### src/design/pdct_pkg.sv
// package: register map, field positions and reset values of the timer
package pdct_pkg;

    // ========================================================
    // register indices and byte addresses (byte = 4 * index)
    localparam logic [7:0]  IDX_PRESCALE = 8'hd2;
    localparam logic [7:0]  IDX_COUNT    = 8'hd3;
    localparam logic [7:0]  IDX_CSR      = 8'hd4;
    localparam logic [11:0] ADDR_PRESCALE = {2'b00, IDX_PRESCALE, 2'b00};
    localparam logic [11:0] ADDR_COUNT    = {2'b00, IDX_COUNT, 2'b00};
    localparam logic [11:0] ADDR_CSR      = {2'b00, IDX_CSR, 2'b00};

    // ========================================================
    // control/status field positions
    localparam int CSR_ZERO_FLAG = 7;
    localparam int CSR_IRQ_EN    = 6;
    localparam int CSR_PIN_DIR   = 5;
    localparam int CSR_PIN_DATA  = 4;
    localparam int CSR_PS_RUN    = 3;
    localparam int CSR_TAP_HI    = 2;
    localparam int CSR_TAP_LO    = 0;

    // ========================================================
    // reset values and timing
    localparam logic [7:0] RST_COUNT    = 8'hff;
    localparam logic [6:0] RST_PRESCALE = 7'h7f;
    localparam logic [7:0] RST_CSR      = 8'h00;
    localparam int         INT_CLK_DIV  = 12;

    // ========================================================
    // operating modes decoded from direction and data select
    typedef enum logic [2:0] {
        PDCT_MODE_EVENT = 3'b001,
        PDCT_MODE_GATED = 3'b010,
        PDCT_MODE_OUT   = 3'b100
    } pdct_mode_e;

endpackage

### src/design/pdct_sync.sv
// two-flop synchroniser for the count pin
`timescale 1ns/10ps
`default_nettype none

module pdct_sync (
    input  wire logic pclk,    // system clock
    input  wire logic presetn, // async reset, active low
    input  wire logic d_i,     // asynchronous level
    output logic      q_o      // synchronised level
);

    logic meta_q;

    // =======================================================
    // first flop is read only by the second
    always_ff @(posedge pclk or negedge presetn) begin
        if (!presetn) begin
            meta_q <= 1'b0;
            q_o    <= 1'b0;
        end else begin
            meta_q <= d_i;
            q_o    <= meta_q;
        end
    end

endmodule // pdct_sync

`default_nettype wire

### src/design/pdct_div12.sv
// internal clock divider: one-cycle tick every DIV cycles
`timescale 1ns/10ps
`default_nettype none

module pdct_div12 #(
    parameter int DIV = pdct_pkg::INT_CLK_DIV // division ratio
) (
    input  wire logic pclk,    // system clock
    input  wire logic presetn, // async reset, active low
    output logic      tick_o   // one-cycle pulse every DIV clocks
);

    localparam int W = $clog2(DIV);
    localparam logic [W-1:0] LAST = W'(DIV - 1);

    logic [W-1:0] cnt_q;

    // =======================================================
    // free running modulo counter
    always_ff @(posedge pclk or negedge presetn) begin
        if (!presetn) begin
            cnt_q  <= '0;
            tick_o <= 1'b0;
        end else begin
            cnt_q  <= (cnt_q == LAST) ? '0 : W'(cnt_q + 1'b1);
            tick_o <= (cnt_q == LAST);
        end
    end

endmodule // pdct_div12

`default_nettype wire

### src/design/pdct_timer.sv
// prescaled 8-bit down counter timer with APB register slave
//
// Functional notes
// 8-bit counter decrements on tap, read/writable
// decrement to zero sets zero flag
// irq when flag set and irq enabled
// irq output usable as wait wakeup
// 7-bit prescaler counts down on input
// tap_select picks counter clock tap
// tap codes give factors 1 to 128
// run low forces prescaler 7Fh, stops counter
// prescaler writable 0..7Fh while running
// mode from direction and data select
// gated mode counts ticks while pin high
// event mode counts pin rising edges
// output mode drives pin, uses ticks
// output latch transparent while flag high
// writing 00h or bit7 sets flag
// software clears flag during service
// reset values FFh, 7Fh, 00h
// counter write beats coincident zero decrement
// counter and prescaler read live values
// control/status bit layout
// prescaler bit 7 reads zero
// counter wraps to FFh and continues
`timescale 1ns/10ps
`default_nettype none

module pdct_timer #(
    parameter int CLK_DIV = pdct_pkg::INT_CLK_DIV // internal clock divider
) (
    input  wire logic        pclk,      // system clock, 250 MHz
    input  wire logic        presetn,   // async reset, active low
    input  wire logic        psel,      // apb select
    input  wire logic        penable,   // apb access phase
    input  wire logic        pwrite,    // apb direction
    input  wire logic [11:0] paddr,     // apb byte address
    input  wire logic [31:0] pwdata,    // apb write data
    output logic      [31:0] prdata,    // apb read data
    output logic             pready,    // apb ready
    output logic             pslverr,   // apb error, unmapped address
    input  wire logic        pin_i,     // count pin level in
    output logic             pin_o,     // count pin level out
    output logic             pin_oe_n,  // count pin drive enable, low
    output logic             timer_irq  // zero interrupt / wake request
);

    // =======================================================
    // state
    logic [7:0] count_q;
    logic [6:0] ps_q;
    logic       zero_flag_q;
    logic       irq_en_q;
    logic       dir_q;
    logic       dsel_q;
    logic       run_q;
    logic [2:0] tap_q;
    logic       out_latch_q;
    logic       pin_s;
    logic       pin_d_q;
    logic       tick;
    logic [31:0] rdata_q;
    pdct_pkg::pdct_mode_e mode;

    // =======================================================
    // helpers
    // rising edge of the selected tap across one prescaler step
    function automatic logic tap_rise(input logic [6:0] o,
                                      input logic [6:0] n,
                                      input logic [2:0] s);
        logic [2:0] b;
        b = 3'(s - 3'd1);
        if (s == 3'd0) begin
            tap_rise = 1'b1; // factor 1: prescaler input
        end else begin
            tap_rise = !o[b] && n[b];
        end
    endfunction

    function automatic logic hit(input logic [11:0] a,
                                 input logic [11:0] r);
        hit = (a == r);
    endfunction

    // =======================================================
    // submodules
    pdct_sync u_sync (
        .pclk    (pclk),
        .presetn (presetn),
        .d_i     (pin_i),
        .q_o     (pin_s)
    );

    pdct_div12 #(
        .DIV (CLK_DIV)
    ) u_div (
        .pclk    (pclk),
        .presetn (presetn),
        .tick_o  (tick)
    );

    // =======================================================
    // apb decode
    logic setup_ph;
    logic acc_wr;
    logic mapped;
    logic cnt_wr;
    logic ps_wr;
    logic csr_wr;

    assign setup_ph = psel && !penable;
    assign acc_wr   = psel && penable && pwrite;
    assign mapped   = hit(paddr, pdct_pkg::ADDR_PRESCALE) ||
                      hit(paddr, pdct_pkg::ADDR_COUNT) ||
                      hit(paddr, pdct_pkg::ADDR_CSR);
    assign cnt_wr   = acc_wr && hit(paddr, pdct_pkg::ADDR_COUNT);
    assign ps_wr    = acc_wr && hit(paddr, pdct_pkg::ADDR_PRESCALE);
    assign csr_wr   = acc_wr && hit(paddr, pdct_pkg::ADDR_CSR);
    assign pready   = 1'b1;                 // zero wait states
    assign pslverr  = psel && penable && !mapped;
    assign prdata   = rdata_q;

    // =======================================================
    // mode decode and prescaler input event
    always_comb begin
        if (dir_q) begin
            mode = pdct_pkg::PDCT_MODE_OUT;
        end else if (dsel_q) begin
            mode = pdct_pkg::PDCT_MODE_GATED;
        end else begin
            mode = pdct_pkg::PDCT_MODE_EVENT;
        end
    end

    logic pin_rise;
    logic ps_ev;
    logic [6:0] ps_dec;
    logic cnt_tick;
    logic dec_to_zero;

    assign pin_rise = pin_s && !pin_d_q;

    // pick the prescaler clock source for the mode
    always_comb begin
        case (mode)
            pdct_pkg::PDCT_MODE_EVENT: ps_ev = pin_rise;
            pdct_pkg::PDCT_MODE_GATED: ps_ev = tick && pin_s;
            pdct_pkg::PDCT_MODE_OUT:   ps_ev = tick;
            default:                   ps_ev = 1'b0;
        endcase
    end

    assign ps_dec      = 7'(ps_q - 7'd1);
    assign cnt_tick    = run_q && ps_ev && !ps_wr &&
                         tap_rise(ps_q, ps_dec, tap_q);
    assign dec_to_zero = cnt_tick && (count_q == 8'h01);

    // =======================================================
    // pin history for edge detection
    always_ff @(posedge pclk or negedge presetn) begin
        if (!presetn) begin
            pin_d_q <= 1'b0;
        end else begin
            pin_d_q <= pin_s;
        end
    end

    // =======================================================
    // prescaler
    always_ff @(posedge pclk or negedge presetn) begin
        if (!presetn) begin
            ps_q <= pdct_pkg::RST_PRESCALE;
        end else if (!run_q) begin
            ps_q <= pdct_pkg::RST_PRESCALE;
        end else if (ps_wr) begin
            ps_q <= pwdata[6:0];
        end else if (ps_ev) begin
            ps_q <= ps_dec;
        end
    end

    // =======================================================
    // counter; write beats the decrement
    always_ff @(posedge pclk or negedge presetn) begin
        if (!presetn) begin
            count_q <= pdct_pkg::RST_COUNT;
        end else if (cnt_wr) begin
            count_q <= pwdata[7:0];
        end else if (cnt_tick) begin
            count_q <= 8'(count_q - 8'd1);
        end
    end

    // =======================================================
    // control bits
    always_ff @(posedge pclk or negedge presetn) begin
        if (!presetn) begin
            irq_en_q <= pdct_pkg::RST_CSR[pdct_pkg::CSR_IRQ_EN];
            dir_q    <= pdct_pkg::RST_CSR[pdct_pkg::CSR_PIN_DIR];
            dsel_q   <= pdct_pkg::RST_CSR[pdct_pkg::CSR_PIN_DATA];
            run_q    <= pdct_pkg::RST_CSR[pdct_pkg::CSR_PS_RUN];
            tap_q    <= pdct_pkg::RST_CSR[pdct_pkg::CSR_TAP_HI:
                                          pdct_pkg::CSR_TAP_LO];
        end else if (csr_wr) begin
            irq_en_q <= pwdata[pdct_pkg::CSR_IRQ_EN];
            dir_q    <= pwdata[pdct_pkg::CSR_PIN_DIR];
            dsel_q   <= pwdata[pdct_pkg::CSR_PIN_DATA];
            run_q    <= pwdata[pdct_pkg::CSR_PS_RUN];
            tap_q    <= pwdata[pdct_pkg::CSR_TAP_HI:pdct_pkg::CSR_TAP_LO];
        end
    end

    // =======================================================
    // zero flag: any set beats a software clear
    logic flag_set;
    assign flag_set = (dec_to_zero && !cnt_wr) ||
                      (cnt_wr && pwdata[7:0] == 8'h00) ||
                      (csr_wr && pwdata[pdct_pkg::CSR_ZERO_FLAG]);

    always_ff @(posedge pclk or negedge presetn) begin
        if (!presetn) begin
            zero_flag_q <= pdct_pkg::RST_CSR[pdct_pkg::CSR_ZERO_FLAG];
        end else if (flag_set) begin
            zero_flag_q <= 1'b1;
        end else if (csr_wr) begin
            zero_flag_q <= 1'b0;
        end
    end

    // =======================================================
    // output latch follows data select while flag high
    always_ff @(posedge pclk or negedge presetn) begin
        if (!presetn) begin
            out_latch_q <= 1'b0;
        end else if (zero_flag_q) begin
            out_latch_q <= dsel_q;
        end
    end

    assign pin_o     = out_latch_q;
    assign pin_oe_n  = !dir_q;
    // level request, also usable to leave wait state
    assign timer_irq = zero_flag_q && irq_en_q;

    // =======================================================
    // read data captured in the setup phase
    always_ff @(posedge pclk or negedge presetn) begin
        if (!presetn) begin
            rdata_q <= 32'h0000_0000;
        end else if (setup_ph && !pwrite) begin
            if (hit(paddr, pdct_pkg::ADDR_COUNT)) begin
                rdata_q <= {24'h00_0000, count_q};
            end else if (hit(paddr, pdct_pkg::ADDR_PRESCALE)) begin
                rdata_q <= {25'h000_0000, ps_q};
            end else if (hit(paddr, pdct_pkg::ADDR_CSR)) begin
                rdata_q <= {24'h00_0000, zero_flag_q, irq_en_q, dir_q,
                            dsel_q, run_q, tap_q};
            end else begin
                rdata_q <= 32'h0000_0000;
            end
        end
    end
endmodule // pdct_timer

`default_nettype wire

### config.mk
export PLATFORM = sky130hd
export DESIGN_NAME = pdct_timer
export DESIGN_NICKNAME = d
export VERILOG_FILES = /design/src/design/pdct_pkg.sv /design/src/design/pdct_sync.sv /design/src/design/pdct_div12.sv /design/src/design/pdct_timer.sv
export SDC_FILE = /design/constraint.sdc
export NUM_CORES = 1
export LEC_CHECK = 0
export BUFFER_PORTS_ARGS = -buffer_cell sky130_fd_sc_hd__buf_2
export CORE_UTILIZATION = 30
export CTS_BUF_LIST = sky130_fd_sc_hd__clkbuf_2 sky130_fd_sc_hd__clkbuf_4 sky130_fd_sc_hd__clkbuf_8
export CTS_CLUSTER_SIZE = 14
export DETAILED_ROUTE_END_ITERATION = 12
export GPL_ROUTABILITY_DRIVEN = 0
export PLACE_DENSITY = 0.58
export SLEW_MARGIN = 5
export SYNTH_ARGS = -nofsm -noshare
export SYNTH_HDL_FRONTEND = slang
export SYNTH_SLANG_ARGS = --single-unit
### constraint.sdc
create_clock -name pclk -period 2.4 [get_ports pclk]
set_input_delay 0.36 -clock pclk [delete_from_list [all_inputs] [get_ports pclk]]
set_output_delay 0.36 -clock pclk [all_outputs]
set_load 0.01 [all_outputs]
==> results of run 1 <==
[how the worst max path moves through the flow]
stage                       endpoint  slack, ps  depth (start not counted)
after CTS                 count_q[3]        130                          8
final                     count_q[3]        130                          8
after floorplan           count_q[1]        180                          8
after global routing      count_q[3]         20                          8
after detailed placement    tap_q[2]         60                          6
after global placement         run_q         60                          6
[final cells by class]
cell class	instances	area share (%)
clock buffers	6	2.733
clock inverters	2	1.254
inverters	8	1.075
multi-input cells	194	45.07
flip-flops and latches	40	36.51
well taps	102	4.570
repair buffers	45	8.781
[layout by cell type, fill, tap and decap left out, drive strengths merged, types with 8 or more instances in the layout]
master  Yosys  final
buf        28     45
nand2      28     28
conb        2     25
dfrtp      25     25
nor2       20     20
o21ai      18     18
dfstp      15     15
nor4       12     12
xnor2      11     11
mux2        9      9
inv         8      8
[report_power, final]
part / internal, mW / switching (mW) / leakage [nW]
Clock: 0.320 / 0.231 / 0.0586
Sequential: 0.679 / 0.00200 / 0.496
Combinational: 0.0258 / 0.0589 / 0.689
[critical path, cell delays in order, from the launching register on]
cell,delay [ps]
dfstp_2,610
inv_1,60
ha_1,300
nor3b_1,330
o41ai_4,140
nor4_4,240
buf_4,210
nand3b_1,100
a31oi_1,200
[cell families (layout without fill, tap and decap cells)]
logic type / Yosys count / in the layout / synth area share, %
fa+ha+maj: 6 / 6 / 3.067
mux: 10 / 10 / 4.550
other cells: 2 / 25 / 0.3069
compound gates: 43 / 43 / 13.04
buf+inv: 42 / 61 / 10.69
simple gates: 99 / 99 / 22.75
flops: 40 / 40 / 41.67
xor+xnor: 11 / 11 / 3.937
[per-stage QoR]
stage | area, um2 | total power [mW] | worst slack, ps
2_1_floorplan | 2534 | 0.7605 | 176.3
3_5_place_dp | 2675 | 0.7785 | 61.47
4_1_cts | 2786 | 1.341 | 129.4
5_1_grt | 2793 | 1.380 | 16.42
3_3_place_gp | 2675 | 0.7774 | 56.66
6_report | 2793 | 1.316 | 133.2
[layer usage]
metal / vias to the layer above / part of all wire (%) / GRT usage [%]
met5: - / 0 / 0
met4: 0 / 1.7 / 5.078
met3: 6 / 5.3 / 2.956
met2: 69 / 46 / 23.02
met1: 890 / 47 / 17.26
li1: 937 / - / -
[flip-flops by register name, summed over array words and instances, names as in the netlist]
signal / cells
dsel_q: 1
dir_q: 1
count_q: 8
pin_o: 1
prdata: 8
zero_flag_q: 1
tap_q: 3
u_div.cnt_q: 4
ps_q: 7
u_div.tick_o: 1
u_sync.meta_q: 1
run_q: 1
u_sync.q_o: 1
irq_en_q: 1
pin_d_q: 1
==> results.toml, run 1 <==
[timing]
finalMaxSlewViolations = 0
rsz0062_at_grt = "false"
skew_ps = 8.454
timing.hold.ws_ps = 170.9
slew_headroom_pct = 43.42
fmax_mhz = 441.2
finalCritPeriodShare_pct = 94.45
final_hold_viol_count = 0
period_minus_slack_ps = 2267
finalSetupViolations = 0
fin_tns_setup_ps = 0
max_slew.worst_pin.slew_ps = 848.6

[critical_path]
crit_arrival_ps = 2480
cp-start-kind = "register"
worstRegToRegCells = 8
startpoint = "ps_q[0]"
worstPathRequired_ps = 2620
crit_fanout = 10
r2r_end = "count_q[3]"
worstSetupPathType = "reg -> reg"
cp-end-kind = "register"
r2r-start = "ps_q[0]"
reg2reg_slack_ps = 130

[die]
dieArea_um2 = 8523
rows = 32
initial_core_util_pct = 31.35
fp.dieH_um = 92.32
die_x_um = 92.32
ios = 87
core-area_um2 = 7807

[yosys]
avgSynthCellArea_um2 = 9.673
ys_seq_area_share_pct = 41.67
synth_common_cells = "28 x nand2_1, 25 x buf_4, 25 x dfrtp_1, 20 x nor2_1, 15 x dfstp_2"
yosysMostFrequentCell = "nand2_1"
synthArstFlopShare_pct = 100.0
synth.area.top_cells = "dfrtp_1 26%, dfstp_2 16%, buf_4 7.7%"
synth-seq-cells = 40
ys.flop_type = "dfrtp_1"
yosysWarnings = 0
yosysTopAreaCellShare_pct = 25.56
yosysTopAreaCell = "dfrtp_1"
syn_inst = 253
syn_area_um2 = 2447
synth_edf_count = 0
yosys.cell_types.count = 50

[finish]
diodes = 0
post-route-util_pct = 35.77
layout.cells.non_filler = 397
synthToLayoutAreaGrowth_pct = 14.11
fill_cells = 808
nets = 350
layout-drive-gt1-share_pct = 29.83
regArea_um2 = 1020
multi_input_area_um2 = 1259

[cts]
post_cts_buffers = 0
cts_buffers = 5
clockBufferDepth = 2
cts.repair.resized = 0
cts_hold_buf = 0
cts_root_buffer = "clkbuf_8"
clk_pin_slew_ps = 80
cts.sinks = 40
cts_tree = "done"
clk_latency_ps = 290
cts_max_level = 2

[run]
drv_cap = 0

[route]
drtIter0Drc = 148
drc = 0
drt_pass1_iterations = 4
wl_per_cell_um = 13.88
vias = 1902
detail-route-antenna-nets = 0
drt-total-wl_um = 5510
vias_per_cell = 4.791

[global_routing]
track_usage_pct = 13.72
grt_pass1_wl_um = 8990
grt_pass1_vias = 1807
antenna_found_initial = 0
grt_max_degree = 39
grt_overflow_total = 0

[placed_design]
portBuffers = 37
dp_hpwl_um = 4071
dp_cells = 389

[status]
outcome = "finished, final reports clean"

[worst_hold_path]
hp-class = "in -> async"

[power_and_ir_drop]
ir_drop_mv = 0.2164
p_leak_nw = 1.243
p_per_area_nw_per_um2 = 471.3
No activity file was read; power rests on OpenSTA's default activity.
==> run 2, diff against run 1 <==
- CORE_UTILIZATION: 30 -> 47
- PLACE_DENSITY: 0.58 -> 0.82
==> results.toml, run 2 (synthesis results as in run 1) <==
[status]
outcome = "finished, final reports clean"

[finish]
final_common_cell = "buf_2"
post-route-util_pct = 56.72
synthToLayoutAreaGrowth_pct = 13.09
fill_cells = 425
most-common-layout-cells = "37 x buf_2, 28 x nand2_1, 25 x conb_1, 25 x dfrtp_1, 20 x nor2_1"
diodes = 0
nets = 352
layout-drive-gt1-share_pct = 30.30

[timing]
fin_ws_ps = 115.0
finalMaxSlewViolations = 0
final_hold_viol_count = 0
finalSetupViolations = 0
max_slew.worst_pin.slew_ps = 892.1
fmax_mhz = 437.6
slew_headroom_pct = 40.52
period_minus_slack_ps = 2285
rsz0062_at_grt = "false"
skew_ps = 4.274
finalCritPeriodShare_pct = 95.21

[route]
detail-route-antenna-nets = 0
drt-total-wl_um = 5452
drtIter0Drc = 214
drt_pass1_iterations = 8
wl_per_cell_um = 14.98
drc = 0
vias_per_cell = 5.453
vias = 1985

[global_routing]
antenna_found_initial = 0
grt_max_degree = 41
grt_pass1_wl_um = 8687
track_usage_pct = 21.33
grt_overflow_total = 0
grt_pass1_vias = 1764

[cts]
clk_pin_slew_ps = 80
clk_latency_ps = 300
clockBufferDepth = 2
cts_tree = "done"
cts_max_level = 2
cts_root_buffer = "clkbuf_8"
cts_hold_buf = 0
cts.sinks = 40
cts.repair.resized = 0
post_cts_buffers = 0
cts_buffers = 5

[power_and_ir_drop]
p_int_mw = 1.018
ir_drop_mv = 0.4009
sw_frac_of_total_pct = 24.16
p_per_area_nw_per_um2 = 484.9
power_mw = 1.342
pwr-share-comb_pct = 6.4
p_leak_nw = 1.249
p_clk_share_pct = 42.9
seqPwrFrac_pct = 50.7
power.switching_uw = 324.3

[critical_path]
crit_arrival_ps = 2520
cp-start-kind = "register"
crit_fanout = 10
cp-end-kind = "register"
worstSetupPathType = "reg -> reg"
worstPathRequired_ps = 2630

[die]
initial_core_util_pct = 50.15
ios = 87
core-area_um2 = 4880
fp.dieH_um = 74.16
die_x_um = 74.16
rows = 25
dieArea_um2 = 5500

[placed_design]
dp_hpwl_um = 3934
place_ws_ps = -9.681
portBuffers = 37

[worst_hold_path]
hp-class = "in -> reg"

[run]
drv_cap = 0
run 2: changes by cell type in the layout (fill, tap and decap cells not counted):
cell / change
buf_4: +2
clkbuf_4: -1
clkinv_2: -1
clkinvlp_4: +1
inv_6: +1
nor4_1: -1
nor4_2: +1
o2111ai_1: +1
o2111ai_2: -1
run 2: final timing paths:
kind                               start             end  slack [ps]  cells past startpoint
setup / recovery                tap_q[1]      count_q[1]         120                      9
hold / removal                     pin_i   u_sync.meta_q         160                      1
setup reg to reg                tap_q[1]      count_q[1]         120                      9
hold reg to reg            u_sync.meta_q      u_sync.q_o         360                      0
max in group asynchronous        presetn           run_q        1660                      1
min in group asynchronous        presetn  u_div.cnt_q[0]         180                      1
run 2: metrics by stage:
step | hold WS [ps] | std cells | setup TNS [ps] | instance area (um2)
global placement | 333.6 | 356 | 0 | 2646
detailed placement | 340.3 | 356 | -9.681 | 2646
finish | 160.7 | 364 | 0 | 2768
global route | 149.8 | 364 | 0 | 2768
CTS | 157.8 | 364 | 0 | 2761
floorplan | 64.41 | 276 | 0 | 2534
run 2: worst max-delay path: stages (launching register included):
cell and delay [ps]:
dfrtp_1 370, inv_1 60, ha_1 350, o21bai_1 180, a32o_1 270, a21oi_2 320
nor4_4 90, buf_4 190, or2_0 210, a22o_1 180
run 2: cell type report:
class / count / area, um2 / area share [%]
Sequential cell: 40 / 1020 / 36.84
Multi-Input combinational cell: 194 / 1259 / 45.48
Clock buffer: 5 / 68.82 / 2.486
Inverter: 8 / 30.03 / 1.085
Tap cell: 67 / 83.83 / 3.029
Timing Repair Buffer: 47 / 260.3 / 9.403
Clock inverter: 3 / 46.29 / 1.673
run 2: routing by layer:
metal / global-route usage [%] / up-vias / wire [um]
li1: - / 936 / -
met1: 29.95 / 942 / 2387
met2: 33.54 / 101 / 2574
met3: 3.794 / 6 / 441
met4: 6.838 / 0 / 48
met5: 0 / - / 0
run 2: power by group through the flow:
stage / registers (mW) / clock network [mW] / logic, mW
final: 0.680 / 0.575 / 0.0864
after global routing: 0.681 / 0.606 / 0.0960
after global placement: 0.692 / 0 / 0.0835
after floorplan: 0.692 / 0 / 0.0683
after CTS: 0.680 / 0.584 / 0.0857
after detailed placement: 0.693 / 0 / 0.0853
==> run 3, diff against run 2 <==
- CORE_UTILIZATION: 47 -> 30
- CTS_CLUSTER_SIZE: 14 -> 20
- PLACE_DENSITY: 0.82 -> 0.56
- clock period: 2.4 -> 2.3 ns (I/O delays scaled with it)
==> results.toml, run 3 (synthesis results as in run 1) <==
[die]
dieArea_um2 = 8523
core-area_um2 = 7807
die_x_um = 92.32
fp.dieH_um = 92.32
initial_core_util_pct = 31.35
rows = 32
ios = 87

[placed_design]
dp_hpwl_um = 4120
dp_cells = 396
portBuffers = 37
dpl_cell_area_um2 = 2740

[power_and_ir_drop]
sw_frac_of_total_pct = 22.79
ir_drop_mv = 0.3539
p_leak_nw = 1.281
power_mw = 1.306
p_per_area_nw_per_um2 = 455.9
pwr-share-comb_pct = 7.3
power.switching_uw = 297.6
p_clk_share_pct = 38.4
seqPwrFrac_pct = 54.4
p_int_mw = 1.008

[timing]
rsz0062_at_grt = "false"
max_slew.worst_pin.slew_ps = 527.2
finalCritPeriodShare_pct = 95.10
finalMaxSlewViolations = 0
skew_ps = 3.788
fin_tns_setup_ps = 0
fmax_mhz = 457.2
final_hold_viol_count = 0
slew_headroom_pct = 64.59
finalSetupViolations = 0
period_minus_slack_ps = 2187

[finish]
layout.cells.non_filler = 405
layout-drive-gt1-share_pct = 32.34
diodes = 0
nets = 358
final_common_cell = "buf_2"
synthToLayoutAreaGrowth_pct = 17.02
most-common-layout-cells = "37 x buf_2, 28 x nand2_1, 25 x conb_1, 25 x dfrtp_1, 20 x nor2_1"
fin_area_um2 = 2864

[route]
drc = 0
vias = 1966
drt_pass1_iterations = 6
drt-total-wl_um = 5488
detail-route-antenna-nets = 0
vias_per_cell = 4.854
wl_per_cell_um = 13.55
drtIter0Drc = 149

[cts]
cts.sinks = 40
clockBufferDepth = 2
cts_max_level = 2
cts_tree = "done"
cts_hold_buf = 0
clk_latency_ps = 280
cts_buffers = 5
cts_root_buffer = "clkbuf_8"
clk_pin_slew_ps = 80

[global_routing]
track_usage_pct = 13.76
grt_overflow_total = 0
grt_pass1_wl_um = 9094
use_met1_pct = 18.37
antenna_found_initial = 0
grt_pass1_vias = 1850
busiest_layer = "met2"
use_met2_pct = 21.54
grt_max_degree = 41
met3_usage_pct = 3.448

[critical_path]
worstPathRequired_ps = 2510
crit_fanout = 7
cp-start-kind = "register"
worstSetupPathType = "reg -> reg"
crit_arrival_ps = 2400
cp-end-kind = "register"

[worst_hold_path]
hp-class = "in -> async"

[run]
drv_cap = 0

[status]
outcome = "finished, final reports clean"
-- run 3: power by group through the flow --
stage	logic, mW	registers [mW]	clock network (mW)
finish	0.0948	0.710	0.501
global route	0.107	0.710	0.550
floorplan	0.0713	0.722	0
global placement	0.0933	0.723	0
CTS	0.0946	0.710	0.516
detailed placement	0.0944	0.723	0
-- run 3: worst paths after layout --
kind	from	endpoint	slack, ps	cells past startpoint
worst min-delay path	presetn	u_sync.meta_q	20	2
min in group pclk	pin_i	u_sync.meta_q	160	1
max in group asynchronous	presetn	count_q[2]	2020	2
worst max-delay path	tap_q[1]	count_q[3]	110	8
worst min register to register	u_sync.meta_q	u_sync.q_o	350	0
worst max register to register	tap_q[1]	count_q[3]	110	8
-- run 3: final cells by class --
| class | count | area, um2 |
|---|---|---|
| clock buffers | 8 | 97.59 |
| fillers | 809 | 4943 |
| inverters | 8 | 30.03 |
| multi-input cells | 194 | 1271 |
| flip-flops and latches | 40 | 1020 |
| well taps | 102 | 127.6 |
| repair buffers | 53 | 317.8 |
-- run 3: per-stage QoR --
stage	hold WS, ps	util, %	setup slack, ps
global route	29.98	36.68	7.362
global placement	330.3	35.10	-26.16
finish	21.67	36.68	112.7
CTS	26.15	36.35	82.82
detailed placement	334.4	35.10	-28.79
floorplan	49.41	-	76.33
-- run 3: layer usage --
layer	vias to the layer above	wire length, um
li1	951	-
met5	-	0
met4	0	73
met1	944	2530
met3	7	346
met2	64	2537
-- run 3: timing repair --
action / CTS / global route
buffers inserted: 0 / 1
setup endpoints to repair: 0 / 5
gates resized for setup: 0 / 3
-- run 3: worst max-delay path: stages (launching register included) --
cell	delay, ps
dfrtp_1	370
inv_1	60
ha_1	370
and3b_1	230
o41ai_4	460
nor4_4	80
buf_4	170
a21bo_1	190
a31oi_1	170
